<file path="src/core/bvs_defines.svh">
// Register map, field positions, reset values and timing for the buck voltage control
`ifndef BVS_DEFINES_SVH
`define BVS_DEFINES_SVH
`define BVS_CLK_PERIOD_NS 25
`define BVS_SLEW0_NS 4000
`define BVS_SLEW1_NS 2000
`define BVS_SLEW2_NS 1000
`define BVS_SLEW3_NS 500
`define BVS_START0_NS 8000
`define BVS_START1_NS 4000
`define BVS_START2_NS 2000
`define BVS_START3_NS 1000
`define BVS_MASK_UNIT_NS 1000
`define BVS_ADDR_CTRL 12'h000
`define BVS_ADDR_EVENT 12'h004
`define BVS_ADDR_MASK 12'h008
`define BVS_ADDR_STATUS 12'h00c
`define BVS_ADDR_BUCK_A 12'h0d0
`define BVS_ADDR_BUCK_B 12'h0e0
`define BVS_LOCK_LO 12'h0d0
`define BVS_LOCK_HI 12'h14f
`define BVS_REG_PRESET1 2'h0
`define BVS_REG_PRESET2 2'h1
`define BVS_REG_CEIL 2'h2
`define BVS_REG_CFG 2'h3
`define BVS_CTRL_LOCK 0
`define BVS_CTRL_TRACK 1
`define BVS_CTRL_TPIN 2
`define BVS_CFG_MODE 0
`define BVS_CFG_SEL 2
`define BVS_CFG_SLEW 3
`define BVS_CFG_START 5
`define BVS_CFG_DOWN 7
`define BVS_CFG_PDOFF 9
`define BVS_CFG_SWEN 10
`define BVS_CFG_PINEN 11
`define BVS_CFG_PINSEL 13
`define BVS_CFG_OCMASK 15
`define BVS_CFG_MTIME 16
`define BVS_CFG_SL1 20
`define BVS_CFG_SL2 21
`define BVS_CFG_USED 32'h003f_ffff
`define BVS_EV_OC 0
`define BVS_EV_DONE 2
`define BVS_EV_GPI 4
`define BVS_EV_W 7
`define BVS_PRESET_RST 8'h46
`define BVS_CEIL_RST 8'h7f
`define BVS_CFG_RST 32'h0000_0000
`define BVS_RESP_OKAY 2'h0
`define BVS_RESP_SLVERR 2'h2
`endif

</file>
<file path="src/core/bvs_pkg.sv">
// Types shared by the buck voltage control modules
package bvs_pkg;
  typedef enum logic [1:0] {RS_OFF, RS_START, RS_RUN, RS_DOWN} bvs_ramp_state_t;
endpackage

</file>
<file path="src/core/bvs_ramp.sv">
// Per-buck voltage ramp engine: soft start, voltage transitions, ramped power-down
`timescale 1ns/10ps
`include "bvs_defines.svh"
module bvs_ramp import bvs_pkg::*; #(
  parameter int CW = 12
) (
  // Clock and reset
  input wire logic clk_i,
  input wire logic rst_i,
  // Configuration
  input wire logic enable_i,
  input wire logic [7:0] target_i,
  input wire logic [1:0] slew_sel_i,
  input wire logic [1:0] start_sel_i,
  input wire logic [1:0] down_sel_i,
  input wire logic [3:0] mask_time_i,
  // Status
  output logic [7:0] vout_o,
  output logic ramping_o,
  output logic mask_window_o,
  output logic on_o,
  output logic done_o
);
  localparam logic [CW-1:0] SLEW0 = CW'(`BVS_SLEW0_NS / `BVS_CLK_PERIOD_NS);
  localparam logic [CW-1:0] SLEW1 = CW'(`BVS_SLEW1_NS / `BVS_CLK_PERIOD_NS);
  localparam logic [CW-1:0] SLEW2 = CW'(`BVS_SLEW2_NS / `BVS_CLK_PERIOD_NS);
  localparam logic [CW-1:0] SLEW3 = CW'(`BVS_SLEW3_NS / `BVS_CLK_PERIOD_NS);
  localparam logic [CW-1:0] START0 = CW'(`BVS_START0_NS / `BVS_CLK_PERIOD_NS);
  localparam logic [CW-1:0] START1 = CW'(`BVS_START1_NS / `BVS_CLK_PERIOD_NS);
  localparam logic [CW-1:0] START2 = CW'(`BVS_START2_NS / `BVS_CLK_PERIOD_NS);
  localparam logic [CW-1:0] START3 = CW'(`BVS_START3_NS / `BVS_CLK_PERIOD_NS);
  localparam logic [CW-1:0] MUNIT = CW'(`BVS_MASK_UNIT_NS / `BVS_CLK_PERIOD_NS);

  bvs_ramp_state_t state;
  logic [CW-1:0] cnt;
  logic [CW-1:0] interval;
  logic [CW-1:0] mcnt;
  logic [7:0] goal;
  logic moving;
  logic tick;

  always_comb begin
    interval = SLEW0;
    if (state == RS_START) begin
      unique case (start_sel_i)
        2'h0: interval = START0;
        2'h1: interval = START1;
        2'h2: interval = START2;
        2'h3: interval = START3;
      endcase
    end else begin
      unique case (state == RS_DOWN ? down_sel_i : slew_sel_i)
        2'h0: interval = SLEW0;
        2'h1: interval = SLEW1;
        2'h2: interval = SLEW2;
        2'h3: interval = SLEW3;
      endcase
    end
  end

  assign goal = (state == RS_DOWN) ? 8'h00 : target_i;
  assign moving = (state != RS_OFF) && (vout_o != goal);
  assign tick = moving && (cnt == interval - CW'(1));

  always_ff @(posedge clk_i) begin
    if (rst_i) begin
      cnt <= '0;
    end else if (!moving || tick) begin
      cnt <= '0;
    end else begin
      cnt <= cnt + CW'(1);
    end
  end

  always_ff @(posedge clk_i) begin
    if (rst_i) begin
      state <= RS_OFF;
    end else begin
      unique case (state)
        RS_OFF: if (enable_i) state <= RS_START;
        RS_START, RS_RUN: begin
          // No ramp selected: drop at once, the pull-down does the rest
          if (!enable_i) state <= (down_sel_i == 2'h0) ? RS_OFF : RS_DOWN;
          else if (state == RS_START && vout_o == target_i) state <= RS_RUN;
        end
        RS_DOWN: begin
          if (enable_i) state <= RS_START;
          else if (vout_o == 8'h00) state <= RS_OFF;
        end
      endcase
    end
  end

  // One 10 mV code step per interval
  always_ff @(posedge clk_i) begin
    if (rst_i) begin
      vout_o <= 8'h00;
    end else if (state == RS_OFF) begin
      vout_o <= 8'h00;
    end else if (tick) begin
      vout_o <= (vout_o < goal) ? vout_o + 8'h01 : vout_o - 8'h01;
    end
  end

  // Extra over-current masking time after every transition
  always_ff @(posedge clk_i) begin
    if (rst_i) begin
      mcnt <= '0;
      mask_window_o <= 1'b0;
    end else begin
      mcnt <= moving ? CW'(mask_time_i) * MUNIT : (mcnt != '0 ? mcnt - CW'(1) : mcnt);
      mask_window_o <= moving || (mcnt != '0);
    end
  end

  always_ff @(posedge clk_i) begin
    if (rst_i) begin
      ramping_o <= 1'b0;
      done_o <= 1'b0;
      on_o <= 1'b0;
    end else begin
      ramping_o <= moving;
      done_o <= ramping_o && !moving;
      on_o <= (state != RS_OFF);
    end
  end
endmodule

</file>
<file path="src/core/bvs_top.sv">
// Buck voltage selection control with AXI4-Lite register access
//
// Contract
// - Voltage lock set: every write to addresses 0xD0 through 0x14F is blocked.
// - Each buck holds two presets; select toggle or selected preset rewrite changes target.
// - Every target change ramps; ramp indication is high throughout the ramp.
// - On enable a buck targets its first preset unless pin selection is configured.
// - Operating mode 00: the selected preset also picks PWM or PFM operation.
// - Commanded voltage is clamped to the buck's ceiling register.
// - Optional hardware enable from an input pin chosen by pin-enable bits.
// - With pin selection on, each pin edge reselects preset by pin level.
// - Track mode: buck A target follows the voltage code at the input port.
// - Track mode ignores buck A select bit and presets, resumed when disabled.
// - An input port assigned to track mode raises no event.
// - After enable each buck soft-starts at its own start-up rate.
// - Selectable ramped power-down; otherwise pull-down discharge unless pull-down is off.
// - Current limit sets over-current event and interrupt unless masked.
// - Over-current mask suppresses events during transitions plus configured extra time.
// - Ramp steps 10 mV every 4, 2, 1 or 0.5 us, set per buck.
// - Ramp done reports only completion of the digital ramp.
`timescale 1ns/10ps
`include "bvs_defines.svh"
module bvs_top import bvs_pkg::*; #(
  parameter int AW = 12,
  parameter int NPIN = 3
) (
  // Clock and reset
  input wire logic clk_i,
  input wire logic rst_i,
  // AXI4-Lite write
  input wire logic [AW-1:0] s_axi_awaddr_i,
  input wire logic s_axi_awvalid_i,
  output logic s_axi_awready_o,
  input wire logic [31:0] s_axi_wdata_i,
  input wire logic [3:0] s_axi_wstrb_i,
  input wire logic s_axi_wvalid_i,
  output logic s_axi_wready_o,
  output logic [1:0] s_axi_bresp_o,
  output logic s_axi_bvalid_o,
  input wire logic s_axi_bready_i,
  // AXI4-Lite read
  input wire logic [AW-1:0] s_axi_araddr_i,
  input wire logic s_axi_arvalid_i,
  output logic s_axi_arready_o,
  output logic [31:0] s_axi_rdata_o,
  output logic [1:0] s_axi_rresp_o,
  output logic s_axi_rvalid_o,
  input wire logic s_axi_rready_i,
  // Device inputs
  input wire logic [NPIN-1:0] gpi_i,
  input wire logic [7:0] track_code_i,
  input wire logic [1:0] oc_i,
  // Buck outputs
  output logic [1:0][7:0] vout_o,
  output logic [1:0] ramping_o,
  output logic [1:0] ramp_done_o,
  output logic [1:0] buck_on_o,
  output logic [1:0] pfm_o,
  output logic [1:0] pulldown_o,
  output logic irq_o
);
  logic [3:0] ctrl;
  logic [1:0][7:0] preset1;
  logic [1:0][7:0] preset2;
  logic [1:0][7:0] ceil;
  logic [1:0][31:0] cfg;
  logic [`BVS_EV_W-1:0] status;
  logic [`BVS_EV_W-1:0] mask;
  logic [`BVS_EV_W-1:0] next_status;
  logic [`BVS_EV_W-1:0] next_mask;
  logic [`BVS_EV_W-1:0] ev_set;
  logic [`BVS_EV_W-1:0] ev_clr;
  logic [NPIN-1:0] gpi_q;
  logic [1:0] eff_en;
  logic [1:0] en_q;
  logic [1:0] eff_sel;
  logic [1:0][7:0] target;
  logic [1:0] mask_window;
  logic track_en;

  // Bus state
  logic [AW-1:0] aw_addr;
  logic aw_full;
  logic [31:0] w_data;
  logic [3:0] w_strb;
  logic w_full;
  logic wr_go;
  logic locked_hit;
  logic next_aw_full;
  logic next_w_full;
  logic next_rvalid;
  logic [31:0] rd_val;
  logic rd_ok;
  logic wr_ok;

  function automatic logic [31:0] merge(input logic [31:0] old, input logic [31:0] nw,
                                        input logic [3:0] strb);
    logic [31:0] res;
    res = old;
    for (int i = 0; i < 4; i++) begin
      if (strb[i]) res[8*i +: 8] = nw[8*i +: 8];
    end
    return res;
  endfunction

  function automatic logic is_buck(input logic [AW-1:0] a, output logic b, output logic [1:0] r);
    b = (a[AW-1:4] == `BVS_ADDR_BUCK_B >> 4);
    r = a[3:2];
    return (a[AW-1:4] == `BVS_ADDR_BUCK_A >> 4) || b;
  endfunction

  assign track_en = ctrl[`BVS_CTRL_TRACK];
  assign wr_go = aw_full && w_full && !s_axi_bvalid_o;
  assign locked_hit = ctrl[`BVS_CTRL_LOCK] && aw_addr >= `BVS_LOCK_LO &&
                      aw_addr <= `BVS_LOCK_HI;
  assign next_aw_full = wr_go ? 1'b0 : (aw_full || (s_axi_awvalid_i && s_axi_awready_o));
  assign next_w_full = wr_go ? 1'b0 : (w_full || (s_axi_wvalid_i && s_axi_wready_o));
  assign next_rvalid = (s_axi_arvalid_i && s_axi_arready_o) ? 1'b1 :
                       (s_axi_rvalid_o && !s_axi_rready_i ? 1'b1 : 1'b0);

  // Write address and data may arrive in either order
  always_ff @(posedge clk_i) begin
    if (rst_i) begin
      aw_full <= 1'b0;
      w_full <= 1'b0;
      aw_addr <= '0;
      w_data <= 32'h0000_0000;
      w_strb <= 4'h0;
      s_axi_awready_o <= 1'b0;
      s_axi_wready_o <= 1'b0;
      s_axi_bvalid_o <= 1'b0;
      s_axi_bresp_o <= `BVS_RESP_OKAY;
    end else begin
      if (s_axi_awvalid_i && s_axi_awready_o) aw_addr <= s_axi_awaddr_i;
      if (s_axi_wvalid_i && s_axi_wready_o) begin
        w_data <= s_axi_wdata_i;
        w_strb <= s_axi_wstrb_i;
      end
      aw_full <= next_aw_full;
      w_full <= next_w_full;
      s_axi_awready_o <= !next_aw_full;
      s_axi_wready_o <= !next_w_full;
      if (wr_go) begin
        s_axi_bvalid_o <= 1'b1;
        // Locked writes are dropped silently, never flagged as errors
        s_axi_bresp_o <= (wr_ok || locked_hit) ? `BVS_RESP_OKAY : `BVS_RESP_SLVERR;
      end else if (s_axi_bready_i) begin
        s_axi_bvalid_o <= 1'b0;
      end
    end
  end

  always_comb begin
    logic b;
    logic [1:0] r;
    b = 1'b0;
    r = 2'h0;
    wr_ok = is_buck(aw_addr, b, r) || aw_addr == `BVS_ADDR_CTRL ||
            aw_addr == `BVS_ADDR_EVENT || aw_addr == `BVS_ADDR_MASK ||
            aw_addr == `BVS_ADDR_STATUS;
  end

  always_comb begin
    logic b;
    logic [1:0] r;
    b = 1'b0;
    r = 2'h0;
    rd_val = 32'h0000_0000;
    rd_ok = 1'b1;
    if (is_buck(s_axi_araddr_i, b, r)) begin
      unique case (r)
        `BVS_REG_PRESET1: rd_val = {24'h00_0000, preset1[b]};
        `BVS_REG_PRESET2: rd_val = {24'h00_0000, preset2[b]};
        `BVS_REG_CEIL: rd_val = {24'h00_0000, ceil[b]};
        `BVS_REG_CFG: rd_val = cfg[b];
      endcase
    end else if (s_axi_araddr_i == `BVS_ADDR_CTRL) begin
      rd_val = {28'h000_0000, ctrl};
    end else if (s_axi_araddr_i == `BVS_ADDR_EVENT) begin
      rd_val = {25'h000_0000, status};
    end else if (s_axi_araddr_i == `BVS_ADDR_MASK) begin
      rd_val = {25'h000_0000, mask};
    end else if (s_axi_araddr_i == `BVS_ADDR_STATUS) begin
      rd_val = {16'h0000, target[1], target[0]} | {24'h00_0000, pfm_o, buck_on_o, ramping_o, 2'h0};
    end else begin
      rd_ok = 1'b0;
    end
  end

  always_ff @(posedge clk_i) begin
    if (rst_i) begin
      s_axi_arready_o <= 1'b0;
      s_axi_rvalid_o <= 1'b0;
      s_axi_rdata_o <= 32'h0000_0000;
      s_axi_rresp_o <= `BVS_RESP_OKAY;
    end else begin
      if (s_axi_arvalid_i && s_axi_arready_o) begin
        s_axi_rdata_o <= rd_val;
        s_axi_rresp_o <= rd_ok ? `BVS_RESP_OKAY : `BVS_RESP_SLVERR;
      end
      s_axi_rvalid_o <= next_rvalid;
      s_axi_arready_o <= !next_rvalid;
    end
  end

  // Configuration registers
  always_ff @(posedge clk_i) begin
    logic b;
    logic [1:0] r;
    b = 1'b0;
    r = 2'h0;
    if (rst_i) begin
      ctrl <= 4'h0;
      mask <= '0;
      preset1 <= {2{`BVS_PRESET_RST}};
      preset2 <= {2{`BVS_PRESET_RST}};
      ceil <= {2{`BVS_CEIL_RST}};
      cfg <= {2{`BVS_CFG_RST}};
    end else begin
      for (int i = 0; i < 2; i++) begin
        if (eff_en[i] && !en_q[i] && cfg[i][`BVS_CFG_PINSEL +: 2] == 2'h0) begin
          cfg[i][`BVS_CFG_SEL] <= 1'b0;
        end
      end
      if (wr_go && !locked_hit) begin
        if (is_buck(aw_addr, b, r)) begin
          unique case (r)
            // Narrow registers sit wholly in byte lane 0
            `BVS_REG_PRESET1: if (w_strb[0]) preset1[b] <= w_data[7:0];
            `BVS_REG_PRESET2: if (w_strb[0]) preset2[b] <= w_data[7:0];
            `BVS_REG_CEIL: if (w_strb[0]) ceil[b] <= w_data[7:0];
            `BVS_REG_CFG: cfg[b] <= merge(cfg[b], w_data, w_strb) & `BVS_CFG_USED;
          endcase
        end else if (aw_addr == `BVS_ADDR_CTRL) begin
          if (w_strb[0]) ctrl <= w_data[3:0];
        end else if (aw_addr == `BVS_ADDR_MASK) begin
          mask <= next_mask;
        end
      end
    end
  end

  // Event bits: a new event wins over a simultaneous clear
  always_comb begin
    ev_clr = '0;
    if (wr_go && aw_addr == `BVS_ADDR_EVENT && w_strb[0]) ev_clr = w_data[`BVS_EV_W-1:0];
    next_status = (status & ~ev_clr) | ev_set;
    // Interrupt follows a mask write in the same cycle as the mask itself
    next_mask = mask;
    if (wr_go && aw_addr == `BVS_ADDR_MASK && w_strb[0]) next_mask = w_data[`BVS_EV_W-1:0];
  end

  always_ff @(posedge clk_i) begin
    if (rst_i) begin
      status <= '0;
      irq_o <= 1'b0;
      gpi_q <= '0;
      en_q <= 2'h0;
    end else begin
      status <= next_status;
      irq_o <= |(next_status & next_mask);
      gpi_q <= gpi_i;
      en_q <= eff_en;
    end
  end

  genvar p;
  generate
    for (p = 0; p < NPIN; p++) begin : g_pin
      // A pin used for tracking is an analog input and never raises an event
      assign ev_set[`BVS_EV_GPI + p] = (gpi_i[p] != gpi_q[p]) &&
        !(track_en && ctrl[`BVS_CTRL_TPIN +: 2] == 2'(p + 1));
    end
  endgenerate

  genvar k;
  generate
    for (k = 0; k < 2; k++) begin : g_buck
      logic [1:0] pin_en;
      logic [1:0] pin_sel;
      logic [7:0] raw;
      logic oc_block;
      assign pin_en = cfg[k][`BVS_CFG_PINEN +: 2];
      assign pin_sel = cfg[k][`BVS_CFG_PINSEL +: 2];
      assign eff_en[k] = (pin_en == 2'h0) ? cfg[k][`BVS_CFG_SWEN] : gpi_q[pin_en - 2'h1];
      // Pin copy changes only on an edge, so every edge reselects
      assign eff_sel[k] = (pin_sel == 2'h0) ? cfg[k][`BVS_CFG_SEL] : gpi_q[pin_sel - 2'h1];
      if (k == 0) begin : g_track
        assign raw = track_en ? track_code_i : (eff_sel[k] ? preset2[k] : preset1[k]);
      end else begin : g_plain
        assign raw = eff_sel[k] ? preset2[k] : preset1[k];
      end
      assign target[k] = (raw > ceil[k]) ? ceil[k] : raw;
      assign oc_block = cfg[k][`BVS_CFG_OCMASK] && mask_window[k];
      assign ev_set[`BVS_EV_OC + k] = oc_i[k] && !oc_block;
      assign ev_set[`BVS_EV_DONE + k] = ramp_done_o[k];

      bvs_ramp u_ramp (
        .clk_i(clk_i),
        .rst_i(rst_i),
        .enable_i(eff_en[k]),
        .target_i(target[k]),
        .slew_sel_i(cfg[k][`BVS_CFG_SLEW +: 2]),
        .start_sel_i(cfg[k][`BVS_CFG_START +: 2]),
        .down_sel_i(cfg[k][`BVS_CFG_DOWN +: 2]),
        .mask_time_i(cfg[k][`BVS_CFG_MTIME +: 4]),
        .vout_o(vout_o[k]),
        .ramping_o(ramping_o[k]),
        .mask_window_o(mask_window[k]),
        .on_o(buck_on_o[k]),
        .done_o(ramp_done_o[k])
      );

      always_ff @(posedge clk_i) begin
        if (rst_i) begin
          pfm_o[k] <= 1'b0;
          pulldown_o[k] <= 1'b0;
        end else begin
          unique case (cfg[k][`BVS_CFG_MODE +: 2])
            2'h0: pfm_o[k] <= eff_sel[k] ? cfg[k][`BVS_CFG_SL2] : cfg[k][`BVS_CFG_SL1];
            2'h2: pfm_o[k] <= 1'b1;
            default: pfm_o[k] <= 1'b0;
          endcase
          pulldown_o[k] <= !eff_en[k] && !cfg[k][`BVS_CFG_PDOFF];
        end
      end

    end
  endgenerate
endmodule

</file>
<file path="config.mk">
export PLATFORM = sky130hd
export DESIGN_NAME = bvs_top
export DESIGN_NICKNAME = d
export VERILOG_FILES = /design/src/core/bvs_pkg.sv /design/src/core/bvs_ramp.sv /design/src/core/bvs_top.sv
export VERILOG_INCLUDE_DIRS = /design/src /design/src/core
export SDC_FILE = /design/constraint.sdc
export NUM_CORES = 1
export LEC_CHECK = 0
export BUFFER_PORTS_ARGS = -buffer_cell sky130_fd_sc_hd__buf_4
export CAP_MARGIN = 20
export CORE_MARGIN = 2
export CORE_UTILIZATION = 61
export DETAILED_ROUTE_END_ITERATION = 10
export PLACE_DENSITY = 0.79
export SETUP_SLACK_MARGIN = 0.05
export SYNTH_ARGS = -nofsm -noshare
export SYNTH_HDL_FRONTEND = slang
export SYNTH_SLANG_ARGS = --single-unit
</file>
<file path="constraint.sdc">
create_clock -name clk_i -period 18.6 [get_ports clk_i]
set_clock_uncertainty 0.05 [all_clocks]
set_input_delay 4.65 -clock clk_i [delete_from_list [all_inputs] [get_ports clk_i]]
set_output_delay 4.65 -clock clk_i [all_outputs]
set_load 0.1 [all_outputs]
</file>
# == Word level (Yosys, flattened, before mapping) ==
# Cells that the tools add are included.
# totals
regBits,296
latchBits,0
mem_bits_rw,0
romBits,0
out_inout_bits,68
word_cells,367
memories,0
# op_classes
add_sub_neg,14
multipliers,2
div,0
order_cmp,13
n_eq_ne,54
shifts,0
n_mux,112
n_bitwise,7
reduce_logical,114
# ops
operator,count
8-bit 2-to-1 mux,26
12-bit one-hot mux with 4 select lines,4
32-bit 2-to-1 mux,4
32-bit one-hot mux with 4 select lines,1
35-bit 2-to-1 mux,3
64-bit bitwise mux,1
16-bit 2-to-1 mux,4
16-bit bitwise mux,3
12-bit by 4-bit == test with 1-bit output (second input constant),4
12-bit by 1-bit subtractor with 12-bit output (second input constant),4
22-bit 2-to-1 mux,2
2-bit == test (second input constant),20
10-bit 2-to-1 mux,4
1-bit logical AND,38
32-bit demux with 1-bit select,1
8-bit by 4-bit == test with 1-bit output (second input constant),4
2-bit zero test,16
2-bit 2-to-1 mux,16
6-bit 2-to-1 mux,5
1-bit 2-to-1 mux,25
12-bit by 1-bit adder with 12-bit output (second input constant),2
12-bit == test,2
12-bit by 3-bit == test with 1-bit output (second input constant),2
12-bit zero test,2
38 further kinds,123

# == Depth between registers and ports, before layout ==
# depth
word_depth,14
ltp_mapped,33
mapped_depth_nobuf,30

# == Hierarchy ==
# Synthesis repeated with hierarchy kept, for this count alone.
# hier_totals
cells_unflattened,1846
area_unflattened_um2,15223.4
# by_module_without_submodules
mod,instances,cells_per_inst,area_per_inst_um2
bvs_top,1,1195,9776.9
bvs_ramp (g_buck[1].u_ramp),1,331,2756.4
bvs_ramp (g_buck[0].u_ramp),1,320,2690.1

# == Worst setup path before layout ==
# Ideal clock, no wire load.
# synth_path
kind,in2reg
startpoint,in track_code_i[5]
endpoint,reg g_buck[0].u_ramp.vout_o[7]
setup_ns,0.071
arrival_ns,9.831
t_required_ns,18.479
path_slack_ns,8.648
path_stages,26
n_path_buf,1
cell_sequence,nor2_1 -> a21oi_1 -> ha_1 -> a211oi_1 -> nor2_1 -> o31ai_1 -> or2_2 -> buf_4 -> a21oi_1 -> or2_2 -> ha_1 -> nor2b_1 -> o21a_1 -> o21ai_0 -> nand2b_1 -> a21oi_1 -> o21ai_0 -> ha_1 -> a21o_1 -> a21o_1 -> a21o_1 -> a21oi_1 -> o21ai_0 -> xnor2_1 -> or3_1 -> a21oi_1
# synth_between
elab_chain_len,7
# synth_rtl
item,line_no,source
from (decl),bvs_top.sv:51,"input wire logic [7:0] track_code_i,"
8-bit 2-to-1 mux (*),bvs_top.sv:289,assign raw = track_en ? track_code_i : (eff_sel[k] ? preset2[k] : preset1[k]);
8-bit greater-than comparator,bvs_top.sv:293,assign target[k] = (raw > ceil[k]) ? ceil[k] : raw;
8-bit 2-to-1 mux (*),bvs_top.sv:293,
8-bit 2-to-1 mux (*),bvs_ramp.sv:61,assign goal = (state == RS_DOWN) ? 8'h00 : target_i;
"parallel branches: the longest is 3 deep, another holds 8-bit less-than comparator",-,
to (signal assigned),bvs_ramp.sv:101,vout_o <= (vout_o < goal) ? vout_o + 8'h01 : vout_o - 8'h01;
to (decl),bvs_ramp.sv:18,"output logic [7:0] vout_o,"
# Mark *: on every way between the ends.
# A chain may end at the register's enable or synchronous reset.

# == Worst setup path after layout ==
# Ends and elaborated chain as after synthesis.

==> results by group <==
Logic synthesis
  • Warnings from Yosys: 0
  • Post-synth EDFFs: 0
  • Post-Syn Instances: 1772
  • Avg Cell Area, Syn: 8.203 um2
  • Synth cell types: 75
  • Top area cells in the synthesized netlist: dfxtp_1, mux2i_1, nand2_1, ha_1, a21oi_1
  • Synth cell count leaders: nand2_1, dfxtp_1, nor2_1
  • Synth Register Bits: 264
  • Compound-cell area share of the yosys netlist: 0.1428
  • Mux contribution to synthesized area: 0.1139
  • Synth Area in Simple Gates: 0.2088
  • Top-count cell post-synth: nand2_1
  • Seq/Total Area, Yosys: 0.3636
  • Largest family of logic cells by synthesized area: simple AND/OR/NAND/NOR gates
  • Fraction of the mapped netlist area in adder cells: 0.06663
  • Post-Syn Area: 14540 um2
  • Post-synth top area share: 0.3636
  • Ys async rst share: 0
  • Post-synth top flop: dfxtp_1
  • Largest area contributor in the netlist: dfxtp_1
  • Synth Area in XOR/XNOR: 0.05001

Clocking
  • Post-cts sizing count: 0
  • # hold bufs at CTS: 0
  • Num CTS Buffers: 28
  • CTS Sinks: 264
  • Htree depth: 1
  • Reg clk slew, reported paths: 0.06 ns
  • Clock root buffer master: clkbuf_16
  • CTS Buffer Depth: 3
  • Postcts setup bufs: 0
  • Worst skew pair latency: 0.55 ns
  • TritonCTS clock tree: done

Power and ir drop
  • P_int: 1081 uW
  • Clock share of power: 0.413
  • Sequential power share: 0.419
  • Max VDD drop: 0.00007706 V
  • Combinational share of power: 0.167
  • Net Sw Power: 418.7 uW
  • Pleak: 0.006615 uW
  • Pwr dens: 90.71 nW/um2
  • Switching part of the total: 0.2792

STA
  • Min Clock Period, post-route: 10.27 ns
  • Fmax achieved: 0.09735 GHz
  • Setup_tns: 0 ns
  • Final max-slew violation count: 0
  • Slew HR: 0.2185
  • Unrepaired setup endpoints after global routing: no
  • Final period util: 0.5523
  • Hold slack: 0.4034 ns
  • Hold Violations, Final: 0
  • Endpoints failing setup: 0
  • Slew @ Worst Pin: 1.157 ns

Detailed routing
  • Routed Antenna Nets: 0
  • WL final: 39990 um
  • WL/cell: 18.45 um
  • Avg Vias per Cell: 6.014
  • DR iter-0 viols: 1267
  • Vias: 13030
  • Drt first pass iters: 5
  • Drc violations: 0

Setup path
  • Internal reg-to-reg setup slack: 10.72 ns
  • Crit-path max FO: 13
  • Delay-heaviest family, CP: simple AND/OR/NAND/NOR gates
  • Max stage delay on crit path: 0.96 ns
  • Critical R2R Launch: cfg[13]
  • Critical path capture point type: flop
  • Worst EP required: 19.03 ns
  • Slowest CP cell: nor4bb_1
  • CP Launch Point: track_code_i[5]
  • Startpoint Class: input port
  • CP dominant cell by count: a21oi_1
  • WS Path Type: in2reg
  • CP arrival: 10.70 ns
  • Critical path buffer and inverter count: 2

Place
  • Placer congestion estimate: 0.9044
  • Post-DP Area: 15470 um2
  • Post-Place Cells: 2115
  • Port Buf Inserts: 124
  • HPWL after DPL: 28250 um

Final layout
  • Ratio of cells with drive above 1 in the final layout: 0.1342
  • Nets@finish: 1985
  • Final Cell Area: 16530 um2
  • Layout area overhead: 13.74%
  • ANT cells: 0
  • Final non-filler cell total: 2167
  • Finished Core Util: 0.7064

Floorplan
  • Die height: 158.4 um
  • Row cnt: 56
  • Initial Util: 0.6211
  • # IOs: 148
  • Core Area: 23400 um2
  • Die Width: 158.4 um
  • Die Area: 25080 um2

Global route
  • Global-route wire length before repair: 62660 um
  • Initial antenna violation count: 0
  • Total grt overflow: 0
  • Largest net degree at the start of global routing: 86
  • Number of global-route vias before repair: 11940
  • GRT Resource Usage Total: 0.3124

Run status
  • Status: finished clean

Flow run
  • Maxcap violations: 0

Worst hold path
  • Hold Startpoint: w_data[18]
  • Worst min-delay path class: reg2reg
[worst min-delay path: stages, from the launching register on]
cell and delay (ns):
dfxtp_1 0.31, nand2_1 0.05, a21oi_1 0.05
[cell type report]
class	instances	area (um2)
repair buffers	140	1059
flip-flops and latches	264	5285
clock inverters	12	219.0
clock buffers	36	802.0
multi-input cells	1331	8524
inverters	65	244.0
well taps	319	399.1
fillers	1904	6870
[logic make-up after synthesis]
kind of cell	Yosys count
compound gates	337
xor+xnor	83
fa+ha+maj	75
buf+inv	188
flops	264
mux	151
other cells	1
simple gates	673
[cell usage in the layout (no fill, tap or decap), drive strengths merged, types with 5 or more instances in the layout]
cell    Yosys  final
nand2     271    271
dfxtp     264    264
nor2      198    198
a21oi     149    149
buf        30    138
mux2i     118    118
ha         71     71
inv        64     65
o21ai      59     59
xnor2      42     42
xor2       41     41
nor3       38     38
clkbuf     93     38
nand3      29     29
mux2       25     25
a211oi     19     19
nor2b      18     18
or3        17     17
nand2b     17     17
a221oi     16     16
a31oi      15     15
or2        14     14
o211ai     14     14
nor4       14     14
a21o       13     13
and3       12     12
conb        1     12
nand4      11     11
o22ai      10     10
mux4        8      8
and2        7      7
nor3b       7      7
o21a        6      6
bufinv      0      6
a22oi       5      5
o311ai      5      5
[power by group through the flow]
stage	logic [uW]	clock network, uW	registers (uW)
2_1_floorplan	188	0	644
3_3_place_gp	242	0	639
3_5_place_dp	248	0	640
4_1_cts	251	622	628
5_1_grt	276	645	632
6_report	251	620	629
[flip-flops by register name, summed over array words and instances, names as in the netlist, 22 cells and up]
| signal | count |
|---|---|
| w_data | 22 |
| g_buck.u_ramp.mcnt | 24 |
| cfg | 44 |
| s_axi_rdata_o | 22 |
| g_buck.u_ramp.cnt | 24 |
[final timing paths]
kind / to / cells after the start
setup reg to reg: g_buck[0].u_ramp.vout_o[7] / 31
hold / removal: w_data[18] / 2
setup / recovery: g_buck[0].u_ramp.vout_o[7] / 27
hold reg to reg: w_data[18] / 2
[routing by layer]
metal,part of all wire,GRT usage
met1,0.44,0.4375
met2,0.45,0.5010
met3,0.077,0.03593
met4,0.033,0.1085
met5,0,0
[stage by stage]
step | total power, uW | setup slack [ns]
floorplan | 832.1 | 8.648
global placement | 881.2 | 7.626
detailed placement | 887.8 | 7.517
CTS | 1501 | 7.956
global route | 1553 | 8.014
finish | 1500 | 8.327
Power figures use the tool's default switching activity.
